==> config.mk <==
export PLATFORM = sky130hd
export DESIGN_NAME = rsc_reset_state_control
export DESIGN_NICKNAME = d
export VERILOG_FILES = /design/src/hdl/rsc_pkg.sv /design/src/hdl/rsc_reset_state_control.sv
export VERILOG_INCLUDE_DIRS = /design/src /design/src/hdl
export SDC_FILE = /design/constraint.sdc
export NUM_CORES = 1
export LEC_CHECK = 0
export BUFFER_PORTS_ARGS = -buffer_cell sky130_fd_sc_hd__clkbuf_2
export CAP_MARGIN = 20
export CORE_MARGIN = 3
export CORE_UTILIZATION = 45
export CTS_CLUSTER_SIZE = 20
export DETAILED_ROUTE_END_ITERATION = 16
export GPL_TIMING_DRIVEN = 1
export PLACE_DENSITY = 0.74
export SLEW_MARGIN = 0
export SYNTH_ARGS = -nofsm -noshare
export SYNTH_HDL_FRONTEND = slang
export SYNTH_SLANG_ARGS = --single-unit
==> constraint.sdc <==
create_clock -name ref_clk_in -period 5.2 [get_ports ref_clk_in]
set_clock_uncertainty 0.1 [all_clocks]
set_input_delay 1.04 -clock ref_clk_in [delete_from_list [all_inputs] [get_ports ref_clk_in]]
set_output_delay 1.04 -clock ref_clk_in [all_outputs]
set_load 0.1 [all_outputs]
==> src/hdl/rsc_params.svh <==
`ifndef RSC_PARAMS_SVH
`define RSC_PARAMS_SVH

// ****************************************
// bus map
// ****************************************
`define RSC_ADDR_W          6
`define RSC_OFF_CAUSE       6'h00
`define RSC_OFF_IRQ_STAT    6'h04
`define RSC_OFF_IRQ_CLR     6'h08
`define RSC_OFF_IRQ_EN      6'h0c
`define RSC_OFF_STATE       6'h10
`define RSC_RESP_OKAY       2'b00
`define RSC_RESP_SLVERR     2'b10

// ****************************************
// reset-cause layout and vector
// ****************************************
`define RSC_CAUSE_WDT_BIT   4
`define RSC_CAUSE_LVI_BIT   0
`define RSC_CAUSE_CLEAR     8'h00
`define RSC_VEC_ADDR_LO     16'h0000
`define RSC_VEC_ADDR_HI     16'h0001
`define RSC_IRQ_W           4

// ****************************************
// values applied at reset acknowledgment
// ****************************************
`define RSC_RV_PSW          8'h02
`define RSC_RV_PORT_LATCH   8'h00
`define RSC_RV_PORT_DIR     8'hff
`define RSC_RV_PORT_MODE    8'h00
`define RSC_RV_PULL_UP      8'h00
`define RSC_RV_CLK_CTRL     8'h02
`define RSC_RV_RING_MODE    8'h00
`define RSC_RV_TIMER_CLR    8'h00
`define RSC_RV_WDT_MODE     8'h67
`define RSC_RV_WDT_ENABLE   8'h9a
`define RSC_RV_ADC_CLR      8'h00
`define RSC_RV_UART_BUF     8'hff
`define RSC_RV_UART_MODE    8'h01
`define RSC_RV_UART_SCTL    8'h16
`define RSC_RV_UART_CLR     8'h00
`define RSC_RV_INT_MASK     8'hff
`define RSC_RV_INT_EDGE     8'h00
`define RSC_RV_LVI_CLR      8'h00

`endif

==> src/hdl/rsc_pkg.sv <==
package rsc_pkg;

   typedef enum {
      RSC_IDLE_RUN, RSC_HOLD, RSC_SETTLE, RSC_VEC_LO, RSC_VEC_HI, RSC_VEC_END, RSC_INIT
   } rsc_state_type;

   typedef enum logic [1:0] {
      RSC_SRC_POC, RSC_SRC_PIN, RSC_SRC_WDT, RSC_SRC_LVI
   } rsc_source_type;

   // one entry per register that reset loads; undefined ones are absent
   typedef enum logic [5:0] {
      RSC_ID_PSW, RSC_ID_PORT_LATCH, RSC_ID_PORT_DIR, RSC_ID_PORT_MODE, RSC_ID_PULL_UP,
      RSC_ID_PCC, RSC_ID_PERIPHERAL_CLOCK_CONTROL, RSC_ID_LS_RING, RSC_ID_HS_RING,
      RSC_ID_WT_CNT_L, RSC_ID_WT_CNT_H, RSC_ID_WT_CCA_L, RSC_ID_WT_CCA_H,
      RSC_ID_WT_CCB_L, RSC_ID_WT_CCB_H, RSC_ID_WT_MODE, RSC_ID_WT_PRESC,
      RSC_ID_WT_CAPCTL, RSC_ID_WT_OUTCTL,
      RSC_ID_BT_CNT, RSC_ID_BT_MODE, RSC_ID_ST_CMPA, RSC_ID_ST_CMPB, RSC_ID_ST_MODE,
      RSC_ID_WDT_MODE, RSC_ID_WDT_EN, RSC_ID_ADC_MODE, RSC_ID_ADC_CHAN,
      RSC_ID_U_RXB, RSC_ID_U_TXB, RSC_ID_U_MODE, RSC_ID_U_ERR, RSC_ID_U_CLK,
      RSC_ID_U_BAUD, RSC_ID_U_SCTL, RSC_ID_ISC,
      RSC_ID_MASK0, RSC_ID_MASK1, RSC_ID_EDGE0, RSC_ID_EDGE1,
      RSC_ID_LVI_CTRL, RSC_ID_LVI_LEVEL
   } rsc_reg_id_type;

endpackage

==> src/hdl/rsc_reset_state_control.sv <==
// What this block does
// pins high impedance, indicator bit low, during reset and settling time
// watchdog overflow reset also reinitialises the watchdog itself
// program counter loads from the two-byte vector at 0000H and 0001H
// only program counter undefined meanwhile; rest keeps state until acknowledgment
// data RAM and general registers are never initialised by reset
// processor status word becomes 02H; stack pointer left undefined
// port latches 00H, direction FFH, mode control and pull-ups 00H
// clock controls 02H, ring modes 00H, settle select left undefined
// wide timer counter and compares 0000H, its control registers 00H
// byte timer counter and mode 00H; second timer compares and mode 00H
// watchdog mode 67H and watchdog enable 9AH
// ADC results undefined; ADC mode and channel select 00H
// UART buffers and baud FFH, mode 01H, control 16H, others 00H
// interrupt masks FFH, external edge modes 00H
// low-voltage registers cleared except on a low-voltage reset
// reset-cause cleared by pin reset, power-on clear, software read
// watchdog sets cause bit 4, low-voltage sets bit 0, other held
// low-voltage reset never resets the low-voltage detector
// sources merged, synchronised on release, source recorded for retention
//
// Our own choices: the register offsets and the AXI4-Lite register port.
`include "rsc_params.svh"

module rsc_reset_state_control
   import rsc_pkg::*;
#(
   parameter int INIT_COUNT = RSC_ID_LVI_LEVEL + 1
) (
   // clock and reset
   input  wire logic        ref_clk_in,
   input  wire logic        rst_in,
   // reset sources (asynchronous)
   input  wire logic        ext_reset_n_in,
   input  wire logic        wdt_overflow_in,
   input  wire logic        poc_detect_in,
   input  wire logic        lvi_detect_in,
   // clock generator and memory
   input  wire logic        settle_done_in,
   input  wire logic [7:0]  vec_data_in,
   output logic             vec_rd_out,
   output logic [15:0]      vec_addr_out,
   // core and peripherals
   output logic             core_rst_out,
   output logic             wdt_rst_out,
   output logic             lvi_rst_out,
   output logic [15:0]      pc_out,
   output logic             pc_load_out,
   output logic             init_we_out,
   output logic [5:0]       init_id_out,
   output logic [7:0]       init_data_out,
   // pins
   output logic             reset_indicator_port_bit_out,
   output logic             reset_indicator_oe_out,
   output logic             port_hiz_out,
   output logic             irq_out,
   // axi4-lite slave
   input  wire logic [5:0]  s_axi_awaddr,
   input  wire logic        s_axi_awvalid,
   output logic             s_axi_awready,
   input  wire logic [31:0] s_axi_wdata,
   input  wire logic [3:0]  s_axi_wstrb,
   input  wire logic        s_axi_wvalid,
   output logic             s_axi_wready,
   output logic [1:0]       s_axi_bresp,
   output logic             s_axi_bvalid,
   input  wire logic        s_axi_bready,
   input  wire logic [5:0]  s_axi_araddr,
   input  wire logic        s_axi_arvalid,
   output logic             s_axi_arready,
   output logic [31:0]      s_axi_rdata,
   output logic [1:0]       s_axi_rresp,
   output logic             s_axi_rvalid,
   input  wire logic        s_axi_rready
);

   // ****************************************
   // reset value table
   // ****************************************
   function automatic logic [7:0] init_value(input rsc_reg_id_type id);
      unique case (id)
         RSC_ID_PSW:                      init_value = `RSC_RV_PSW;
         RSC_ID_PORT_LATCH:               init_value = `RSC_RV_PORT_LATCH;
         RSC_ID_PORT_DIR:                 init_value = `RSC_RV_PORT_DIR;
         RSC_ID_PORT_MODE:                init_value = `RSC_RV_PORT_MODE;
         RSC_ID_PULL_UP:                  init_value = `RSC_RV_PULL_UP;
         RSC_ID_PCC, RSC_ID_PERIPHERAL_CLOCK_CONTROL:         init_value = `RSC_RV_CLK_CTRL;
         RSC_ID_LS_RING, RSC_ID_HS_RING:  init_value = `RSC_RV_RING_MODE;
         RSC_ID_WT_CNT_L, RSC_ID_WT_CNT_H, RSC_ID_WT_CCA_L, RSC_ID_WT_CCA_H,
         RSC_ID_WT_CCB_L, RSC_ID_WT_CCB_H, RSC_ID_WT_MODE, RSC_ID_WT_PRESC,
         RSC_ID_WT_CAPCTL, RSC_ID_WT_OUTCTL:
                                          init_value = `RSC_RV_TIMER_CLR;
         RSC_ID_BT_CNT, RSC_ID_BT_MODE, RSC_ID_ST_CMPA, RSC_ID_ST_CMPB, RSC_ID_ST_MODE:
                                          init_value = `RSC_RV_TIMER_CLR;
         RSC_ID_WDT_MODE:                 init_value = `RSC_RV_WDT_MODE;
         RSC_ID_WDT_EN:                   init_value = `RSC_RV_WDT_ENABLE;
         RSC_ID_ADC_MODE, RSC_ID_ADC_CHAN: init_value = `RSC_RV_ADC_CLR;
         RSC_ID_U_RXB, RSC_ID_U_TXB, RSC_ID_U_BAUD:
                                          init_value = `RSC_RV_UART_BUF;
         RSC_ID_U_MODE:                   init_value = `RSC_RV_UART_MODE;
         RSC_ID_U_SCTL:                   init_value = `RSC_RV_UART_SCTL;
         RSC_ID_U_ERR, RSC_ID_U_CLK, RSC_ID_ISC:
                                          init_value = `RSC_RV_UART_CLR;
         RSC_ID_MASK0, RSC_ID_MASK1:      init_value = `RSC_RV_INT_MASK;
         RSC_ID_EDGE0, RSC_ID_EDGE1:      init_value = `RSC_RV_INT_EDGE;
         RSC_ID_LVI_CTRL, RSC_ID_LVI_LEVEL: init_value = `RSC_RV_LVI_CLR;
         // index runs one past the table on the last init edge
         default:                         init_value = '0;
      endcase
   endfunction

   // ****************************************
   // source synchronisers
   // ****************************************
   logic [3:0] src_raw;
   logic [3:0] sync1_r;
   logic [3:0] sync2_r;

   assign src_raw = {lvi_detect_in, wdt_overflow_in, ~ext_reset_n_in, poc_detect_in};

   genvar gi;
   generate
      for (gi = 0; gi < 4; gi++) begin : g_sync
         always_ff @(posedge ref_clk_in or posedge rst_in) begin
            if (rst_in) begin
               sync1_r[gi] <= 1'b0;
               sync2_r[gi] <= 1'b0;
            end else begin
               sync1_r[gi] <= src_raw[gi];
               sync2_r[gi] <= sync1_r[gi];
            end
         end
      end
   endgenerate

   logic           any_src;
   rsc_source_type src_pick;
   logic           src_poc, src_pin, src_wdt, src_lvi;

   assign src_poc = sync2_r[0];
   assign src_pin = sync2_r[1];
   assign src_wdt = sync2_r[2];
   assign src_lvi = sync2_r[3];
   assign any_src = |sync2_r;

   // harder sources win so that retention and the low-voltage detector reset follow the worst one
   always_comb begin
      if (src_poc)      src_pick = RSC_SRC_POC;
      else if (src_pin) src_pick = RSC_SRC_PIN;
      else if (src_wdt) src_pick = RSC_SRC_WDT;
      else              src_pick = RSC_SRC_LVI;
   end

   // ****************************************
   // sequencer
   // ****************************************
   rsc_state_type  state_r, state_nxt;
   rsc_source_type src_r;
   logic [5:0]     idx_r;
   logic [7:0]     vec_lo_r;

   always_comb begin
      state_nxt = state_r;
      unique case (state_r)
         RSC_IDLE_RUN: if (any_src) state_nxt = RSC_HOLD;
         RSC_HOLD:     if (!any_src) state_nxt = RSC_SETTLE;
         RSC_SETTLE:   if (settle_done_in) state_nxt = RSC_VEC_LO;
         RSC_VEC_LO:   state_nxt = RSC_VEC_HI;
         RSC_VEC_HI:   state_nxt = RSC_VEC_END;
         RSC_VEC_END:  state_nxt = RSC_INIT;
         RSC_INIT:     if (idx_r == 6'(INIT_COUNT - 1)) state_nxt = RSC_IDLE_RUN;
      endcase
      if (any_src) state_nxt = RSC_HOLD;
   end

   always_ff @(posedge ref_clk_in or posedge rst_in) begin
      if (rst_in) state_r <= RSC_HOLD;
      else        state_r <= state_nxt;
   end

   always_ff @(posedge ref_clk_in or posedge rst_in) begin
      if (rst_in)       src_r <= RSC_SRC_POC;
      else if (any_src) src_r <= src_pick;
   end

   always_ff @(posedge ref_clk_in or posedge rst_in) begin
      if (rst_in)                     idx_r <= 6'h00;
      else if (state_r == RSC_INIT)   idx_r <= idx_r + 6'h01;
      else                            idx_r <= 6'h00;
   end

   // ****************************************
   // resets, pins and vector fetch
   // ****************************************
   always_ff @(posedge ref_clk_in or posedge rst_in) begin
      if (rst_in) begin
         core_rst_out                 <= 1'b1;
         wdt_rst_out                  <= 1'b1;
         lvi_rst_out                  <= 1'b1;
         reset_indicator_port_bit_out <= 1'b0;
         reset_indicator_oe_out       <= 1'b1;
         port_hiz_out                 <= 1'b1;
      end else begin
         // ram and general registers have no reset path at all // R5
         core_rst_out <= state_nxt != RSC_IDLE_RUN;
         wdt_rst_out  <= state_nxt == RSC_HOLD;
         lvi_rst_out  <= state_nxt == RSC_HOLD && !(any_src && src_pick == RSC_SRC_LVI);
         reset_indicator_port_bit_out <= 1'b0;
         reset_indicator_oe_out       <= state_nxt == RSC_HOLD || state_nxt == RSC_SETTLE;
         port_hiz_out <= state_nxt == RSC_HOLD || state_nxt == RSC_SETTLE;
      end
   end

   always_ff @(posedge ref_clk_in or posedge rst_in) begin
      if (rst_in) begin
         vec_rd_out   <= 1'b0;
         vec_addr_out <= `RSC_VEC_ADDR_LO;
      end else begin
         vec_rd_out   <= state_nxt == RSC_VEC_LO || state_nxt == RSC_VEC_HI;
         vec_addr_out <= (state_nxt == RSC_VEC_HI) ? `RSC_VEC_ADDR_HI : `RSC_VEC_ADDR_LO;
      end
   end

   // memory answers one cycle after the read strobe
   always_ff @(posedge ref_clk_in or posedge rst_in) begin
      if (rst_in) begin
         vec_lo_r    <= 8'h00;
         pc_out      <= 16'h0000;
         pc_load_out <= 1'b0;
      end else begin
         if (state_r == RSC_VEC_HI) vec_lo_r <= vec_data_in;
         pc_load_out <= state_r == RSC_VEC_END;
         // pc is the only thing touched before acknowledgment // R4
         if (state_r == RSC_VEC_END) pc_out <= {vec_data_in, vec_lo_r};
      end
   end

   always_ff @(posedge ref_clk_in or posedge rst_in) begin
      if (rst_in) begin
         init_we_out   <= 1'b0;
         init_id_out   <= 6'h00;
         init_data_out <= 8'h00;
      end else begin
         init_id_out   <= idx_r;
         init_data_out <= init_value(rsc_reg_id_type'(idx_r));
         init_we_out   <= state_r == RSC_INIT && !(src_r == RSC_SRC_LVI &&
                          (rsc_reg_id_type'(idx_r) == RSC_ID_LVI_CTRL ||
                           rsc_reg_id_type'(idx_r) == RSC_ID_LVI_LEVEL));
      end
   end

   // ****************************************
   // axi4-lite slave
   // ****************************************
   logic [7:0]          cause_r;
   logic [`RSC_IRQ_W-1:0] irq_stat_r, irq_en_r, irq_set;
   logic [5:0]          awaddr_r;
   logic                aw_have_r, w_have_r;
   logic [31:0]         wdata_r;
   logic                wr_go, rd_go, cause_rd;

   assign wr_go    = aw_have_r && w_have_r && !s_axi_bvalid;
   assign rd_go    = s_axi_arvalid && s_axi_arready;
   assign cause_rd = rd_go && s_axi_araddr == `RSC_OFF_CAUSE;

   always_ff @(posedge ref_clk_in or posedge rst_in) begin
      if (rst_in) begin
         s_axi_awready <= 1'b1;
         s_axi_wready  <= 1'b1;
         aw_have_r     <= 1'b0;
         w_have_r      <= 1'b0;
         awaddr_r      <= 6'h00;
         wdata_r       <= 32'h0000_0000;
         s_axi_bvalid  <= 1'b0;
         s_axi_bresp   <= `RSC_RESP_OKAY;
      end else begin
         if (s_axi_awvalid && s_axi_awready) begin
            aw_have_r     <= 1'b1;
            awaddr_r      <= s_axi_awaddr;
            s_axi_awready <= 1'b0;
         end
         if (s_axi_wvalid && s_axi_wready) begin
            w_have_r     <= 1'b1;
            wdata_r      <= s_axi_wdata;
            s_axi_wready <= 1'b0;
         end
         if (wr_go) begin
            s_axi_bvalid <= 1'b1;
            s_axi_bresp  <= (awaddr_r == `RSC_OFF_IRQ_CLR || awaddr_r == `RSC_OFF_IRQ_EN)
                            ? `RSC_RESP_OKAY : `RSC_RESP_SLVERR;
         end
         if (s_axi_bvalid && s_axi_bready) begin
            s_axi_bvalid  <= 1'b0;
            aw_have_r     <= 1'b0;
            w_have_r      <= 1'b0;
            s_axi_awready <= 1'b1;
            s_axi_wready  <= 1'b1;
         end
      end
   end

   always_ff @(posedge ref_clk_in or posedge rst_in) begin
      if (rst_in) begin
         s_axi_arready <= 1'b1;
         s_axi_rvalid  <= 1'b0;
         s_axi_rdata   <= 32'h0000_0000;
         s_axi_rresp   <= `RSC_RESP_OKAY;
      end else begin
         if (rd_go) begin
            s_axi_arready <= 1'b0;
            s_axi_rvalid  <= 1'b1;
            s_axi_rresp   <= `RSC_RESP_OKAY;
            unique case (s_axi_araddr)
               `RSC_OFF_CAUSE:    s_axi_rdata <= {24'h000000, cause_r};
               `RSC_OFF_IRQ_STAT: s_axi_rdata <= {28'h0000000, irq_stat_r};
               `RSC_OFF_IRQ_EN:   s_axi_rdata <= {28'h0000000, irq_en_r};
               `RSC_OFF_STATE:    s_axi_rdata <= {24'h000000, 2'(src_r), 3'(state_r),
                                                  core_rst_out, port_hiz_out, 1'b0};
               default: begin
                  s_axi_rdata <= 32'h0000_0000;
                  s_axi_rresp <= `RSC_RESP_SLVERR;
               end
            endcase
         end
         if (s_axi_rvalid && s_axi_rready) begin
            s_axi_rvalid  <= 1'b0;
            s_axi_arready <= 1'b1;
         end
      end
   end

   // ****************************************
   // reset cause and interrupts
   // ****************************************
   // an asserted reset source beats a software read in the same cycle
   always_ff @(posedge ref_clk_in or posedge rst_in) begin
      if (rst_in) cause_r <= `RSC_CAUSE_CLEAR;
      else if (any_src && (src_poc || src_pin)) cause_r <= `RSC_CAUSE_CLEAR;
      else if (any_src) begin
         if (src_wdt) cause_r[`RSC_CAUSE_WDT_BIT] <= 1'b1;
         if (src_lvi) cause_r[`RSC_CAUSE_LVI_BIT] <= 1'b1;
      end else if (cause_rd) cause_r <= `RSC_CAUSE_CLEAR;
   end

   logic [3:0] sync2_r_d;

   assign irq_set = {src_lvi, src_wdt, src_pin, src_poc} & ~sync2_r_d;

   always_ff @(posedge ref_clk_in or posedge rst_in) begin
      if (rst_in) sync2_r_d <= 4'h0;
      else        sync2_r_d <= sync2_r;
   end

   always_ff @(posedge ref_clk_in or posedge rst_in) begin
      if (rst_in) begin
         irq_stat_r <= 4'h0;
         irq_en_r   <= 4'h0;
         irq_out    <= 1'b0;
      end else begin
         if (wr_go && awaddr_r == `RSC_OFF_IRQ_CLR)
            irq_stat_r <= (irq_stat_r & ~wdata_r[3:0]) | irq_set;
         else
            irq_stat_r <= irq_stat_r | irq_set;
         if (wr_go && awaddr_r == `RSC_OFF_IRQ_EN && s_axi_wstrb[0]) irq_en_r <= wdata_r[3:0];
         irq_out <= |(irq_stat_r & irq_en_r);
      end
   end

   // ****************************************
   // checks
   // ****************************************
   chk_pins_float: assert property (@(posedge ref_clk_in) disable iff (rst_in)
      (state_r == RSC_HOLD || state_r == RSC_SETTLE) |-> port_hiz_out
      && !reset_indicator_port_bit_out && reset_indicator_oe_out)
      else $error("pins not parked during reset");
   chk_wdt_self: assert property (@(posedge ref_clk_in) disable iff (rst_in)
      src_wdt && !src_poc && !src_pin |-> ##1 wdt_rst_out)
      else $error("watchdog not reset by its own overflow");
   chk_vector_load: assert property (@(posedge ref_clk_in) disable iff (rst_in)
      state_r == RSC_VEC_HI ##1 state_r == RSC_VEC_END |->
      ##1 pc_load_out && pc_out == {$past(vec_data_in), $past(vec_data_in, 2)})
      else $error("pc not loaded from vector");
   chk_init_after: assert property (@(posedge ref_clk_in) disable iff (rst_in)
      init_we_out |-> $past(state_r) == RSC_INIT)
      else $error("initial value applied outside acknowledgment");
   chk_psw_value: assert property (@(posedge ref_clk_in) disable iff (rst_in)
      init_we_out && init_id_out == RSC_ID_PSW |-> init_data_out == `RSC_RV_PSW)
      else $error("wrong status word reset value");
   chk_wdt_values: assert property (@(posedge ref_clk_in) disable iff (rst_in)
      init_we_out && init_id_out == RSC_ID_WDT_MODE |-> init_data_out == `RSC_RV_WDT_MODE
      ##1 init_we_out && init_data_out == `RSC_RV_WDT_ENABLE)
      else $error("wrong watchdog reset values");
   chk_lvi_keep: assert property (@(posedge ref_clk_in) disable iff (rst_in)
      init_we_out && $past(src_r) == RSC_SRC_LVI |-> init_id_out != RSC_ID_LVI_CTRL
      && init_id_out != RSC_ID_LVI_LEVEL)
      else $error("low-voltage registers cleared by own reset");
   chk_cause_read: assert property (@(posedge ref_clk_in) disable iff (rst_in)
      cause_rd && !any_src |-> ##1 cause_r == `RSC_CAUSE_CLEAR)
      else $error("cause not cleared by read");
   chk_cause_wdt: assert property (@(posedge ref_clk_in) disable iff (rst_in)
      src_wdt && !src_poc && !src_pin |-> ##1 cause_r[`RSC_CAUSE_WDT_BIT]
      && cause_r[`RSC_CAUSE_LVI_BIT] == $past(cause_r[`RSC_CAUSE_LVI_BIT]) || $past(src_lvi))
      else $error("watchdog cause bit wrong");
   chk_lvi_spared: assert property (@(posedge ref_clk_in) disable iff (rst_in)
      src_lvi && !src_poc && !src_pin && !src_wdt |-> ##1 !lvi_rst_out)
      else $error("detector reset by its own reset");
   chk_release_seq: assert property (@(posedge ref_clk_in) disable iff (rst_in)
      state_r == RSC_HOLD && !any_src |-> ##1 state_r == RSC_SETTLE && core_rst_out)
      else $error("release not sequenced");

endmodule // rsc_reset_state_control

* Word-level counts from Yosys, hierarchy flattened
Memory sizes are Yosys's and may differ from the RTL's. A register that Yosys moved wholly into a read port is not among the register bits. Cells that the tools add are included.
Word-level totals: register bits after elaboration 160, memory bits (read-only) 512, bits of input ports 68, output and inout port bits 97, word-level logic and storage cells 150, memories 1
Operators by class: add/sub/neg operators 1, equal/unequal tests 25, multiplexer cells 35, bitwise operators 8, reductions and logical operators 39
Memories:
- (no name shown) | words 64, width 8, rd ports 1, clocked after Yosys merged registers in 1, wr ports 0, RTL line rsc_reset_state_control.sv:81 | unique case (id)
Operators by type and width (count):
- $pmux 32 s7 | 1
- $eq 32x3->1 const B | 5
- $eq 32x4->1 const B | 4
- $eq 32x2->1 const B | 3
- $mux 32 | 3
- $eq 32x1->1 const B | 1
- $logic_not 32->1 | 1
- $pmux 8 s4 | 1
- $reduce_bool 32->1 | 1
- $mux 1 | 20
- $eq 6x4->1 const B | 3
- $logic_and 1x1->1 | 16
- $mux 8 | 2
- $and 4x4->4 | 3
- $eq 6x6->1 const B | 2
- $reduce_or 4->1 | 3
- $reduce_bool 2->1 | 5
- $mux 2 | 4
- $not 4->4 | 2
- $or 4x4->4 | 2
- $add 6x1->6 const B | 1
- $eq 6x3->1 const B | 1
- $eq 6x5->1 const B | 1
- $logic_not 6->1 | 1
- other kinds (11) | 22

* Longest topological paths before layout
depth after elaboration 7, gate-level depth with buffers 7, depth with buffers taken out 7

* Worst setup path before layout
Ideal clock, no wire load.
kind reg2out, start point reg init_data_out[6], end point out init_data_out[6], data arrival time 1324 ps, required time 4060 ps, setup slack 2736 ps, cell stages (with the launch flop) 2, buffers on the path 1, path through dfrtp_1 -> buf_4
RTL lines:
- start: declaration | RTL line rsc_reset_state_control.sv:51 | output logic [7:0] init_data_out,
No word-level cell between the ends.

* Worst setup path after layout
start point reg port_hiz_out, end point out port_hiz_out
RTL lines:
- start: declaration | RTL line rsc_reset_state_control.sv:55 | output logic port_hiz_out,
- start signal: assignment | RTL line rsc_reset_state_control.sv:202 | port_hiz_out <= 1'b1;
- start signal: assignment | RTL line rsc_reset_state_control.sv:210 | port_hiz_out <= state_nxt == RSC_HOLD || state_nxt == RSC_SETTLE;
No word-level cell between the ends.

==> impl_results.md <==
- Status: finished, final reports clean
- Post-route minimum period: 2.57 ns
- Via density: between 4 and 5
- Vertical extent of the die: around 120 um
- Setup slack, reg-to-reg: between 3 and 4 ns
- Initial antenna violation count: 0
- Cell at the root of the clock tree: clkbuf_16
- HP Start: sync1_r[0]
- Floorplan die area: roughly 14000 sq um
- Met2 WL post-DR: around 5000 um
- Count of endpoints failing setup in the final report: 0
- Post-synthesis to final-layout area growth: 17.5%
- Total routed wire length on the met1 layer: approximately 4300 um
- Endpoint arrival time on the critical path: 1.43 ns
- Final routed DRC violation total: 0
- Hold violation count in the final report: 0
- Critical path buffer and inverter count: 1
- Clock latency reported for the late side of the worst-skew pair: between 0.4 and 0.5 ns
- Remaining global-route overflow: 0
- Highest routing layer actually used: met4
- Cell area after synthesis: 5520 sq um
- Leakage power figure: ~0.0033 uW
- Delay of the slowest critical-path stage: approximately 0.56 ns
- Number of DRC violations after detailed-routing iteration 0: 220
- Pin count of the biggest net entering global routing: between 70 and 80
- First-pass iteration count of the detailed router: 4
- Worst VDD drop: ~200 uV
- Area share of the leading cell type in the synthesized netlist: 0.571
- Max-Cap Viols: 0
- Share of async-settable or async-resettable flops after synthesis: 1.00
- Number of cells on the worst reg-to-reg path: 5
- Cell taking the most area after synthesis: dfrtp_1
- Setup_tns: 0 ns
- Clock Pin Slew Worst Setup and Hold Paths: about 0.050 ns
- Sum of met3 wire segment lengths after detailed routing: 588 um
- Routability cong.: around 0.8
- Port-buffer cells: just over 90
- Longest Clk Path Bufs: 2
- Worst flop-to-flop path startpoint: state_r[21]
- Power density of the placed cells: between 400 and 500 nW/um^2
- Via count: 3410
- Mapped Avg Cell Area: 12.2 sq um
- GRT Util Overall: 0.158
- Most used standard cells in the synthesized netlist: dfrtp_1, buf_4, nand2_1
- Most common cell in the synthesized netlist: dfrtp_1
- I/O pin cnt: about 170
- Clock tree from TritonCTS: done
- End point of the worst hold path: src_poc
- Number of nets in the layout: a little over 600
- Final worst-path cycle share: 0.494
- Sink count of the clock tree: roughly 130
- Hold Path Class: flop to flop
- Starting Density: 0.471
- Layout Utilization: 0.554
- End of the worst register-to-register path: vec_lo_r[2]
- Worst hold stages: 0
- Total inserted antenna cells: 0
- Top fanout value on the critical path: 3
- Number of enable-type register cells in the synthesized netlist: 0
- Count of warnings emitted by yosys: 0
- Core Footprint: 11700 sq um
- Count of different cell masters after synthesis: 47
- Total wirelength of the detailed-routed design: 10000 um
- Wire length of the first global-routing pass: 16700 um
- Endpoint class of the critical path: output port
- Number of gates given a new drive strength after cts: 0
- Layout cells sized above 1: 0.324
- Number of buffers added for setup after CTS: 0
- Critical Path Slowest Stage Cell: dfstp_2
- Die X-Extent: 117 um
- Max transition margin: 0.458
- Fraction of the yosys area taken by sequential cells: 0.609
- Crit-path leading delay family: flip-flops
- Count of antenna-violating nets left after detailed routing: 0
- Count of standard-cell rows: 39
- Slew at the pin closest to its max-slew limit: ~0.81 ns
- Mapped Cells: 454
- Routed wire per std cell: between 10 and 15 um
- Achievable Freq: 0.390 GHz
- Ordered list of cells on the worst path: clkbuf_2
- Post-DP HPWL: about 7000 um
- Path type of the worst setup path: flop to output port
- Hold buffers post-CTS: 0
- Number of levels the H-tree was split into: 4
- FF+latch count, synth: between 100 and 150
- Number of pins with negative max-slew slack in the final report: 0
- Via count of the first global-routing pass: 3448
- RSZ-0062 raised after global routing: false
- Critical path data required time: 4.06 ns
- Leading cell types by total area after synthesis: dfrtp_1, buf_4, mux2_2
- Launching element type of the critical path: flop
- Main flop type after synthesis: dfrtp_1
- Number of CTS-inserted buffers: 17
## how the worst max path moves through the flow
stage,startpoint,to,slack [ns],cells after the start
floorplan,rst_in,aw_have_r,0.49,1
global placement,s_axi_araddr[1],cause_r[4],2.60,5
detailed placement,s_axi_araddr[1],cause_r[4],2.58,5
CTS,port_hiz_out,port_hiz_out,2.61,1
global route,port_hiz_out,port_hiz_out,2.59,1
finish,port_hiz_out,port_hiz_out,2.63,1
## stage by stage
stage | total power [uW] | hold slack (ns) | cell area [sq um] | instances | setup slack (ns)
after global routing | 3120 | 0.249 | 6490 | 705 | 2.59
after floorplan | 1780 | 0.231 | 5670 | 495 | 0.490
after global placement | 1830 | 0.236 | 5900 | 673 | 2.60
after CTS | 3030 | 0.246 | 6490 | 705 | 2.61
final | 3000 | 0.245 | 6490 | 705 | 2.63
after detailed placement | 1850 | 0.235 | 5900 | 673 | 2.58
## sequential cells by signal (all words and copies together) (netlist names), 2 cells and up
signal	flops
state_r	32
pc_out	16
s_axi_rdata	8
vec_lo_r	8
awaddr_r	6
idx_r	6
init_data_out	6
init_id_out	6
irq_en_r	4
irq_stat_r	4
sync1_r	4
sync2_r_d	4
wdata_r	4
cause_r	2
src_r	2
## cell type report
class                           instances  area (sq um)
Clock buffer                           21           460
Clock inverter                         11           125
Fill cell                             979          5220
Inverter                               18          70.1
Multi-Input combinational cell        284          1810
Sequential cell                       134          3360
Tap cell                              143           179
Timing Repair Buffer                   94           478
## metal layers
layer / track usage / vias up
li1: - / 1628
met5: 0 / -
met1: 0.203 / 1662
met3: 0.0466 / 11
met4: 0.0665 / 0
met2: 0.251 / 109
## layout by cell type (no fill, tap or decap), types with 8 or more instances in the layout
cell	count
a21oi_1	14
and2_1	30
clkbuf_16	17
clkbuf_2	91
conb_1	42
dfrtp_1	126
dfstp_2	8
inv_1	17
mux2_2	28
mux2_4	10
nand2_1	43
nand3_1	8
nor2_1	21
o21ai_0	22
## kinds of logic after synthesis
family | Yosys count | share of synthesized area
simple gates | 137 | 0.130
flops | 134 | 0.609
buf+inv | 77 | 0.0902
compound gates | 52 | 0.0571
mux | 45 | 0.0970
fa+ha+maj | 4 | 0.00907
xor+xnor | 4 | 0.00635
other cells | 1 | 0.000679
## where the power goes
part | switching (uW) | leakage [uW] | internal, uW | total [uW]
combinational | 493 | 0.00131 | 117 | 609
sequential | 70.8 | 0.00171 | 1150 | 1220
clock | 432 | 0.000283 | 731 | 1160
total | 995 | 0.00330 | 2000 | 3000
No activity file was read; power rests on OpenSTA's default activity.
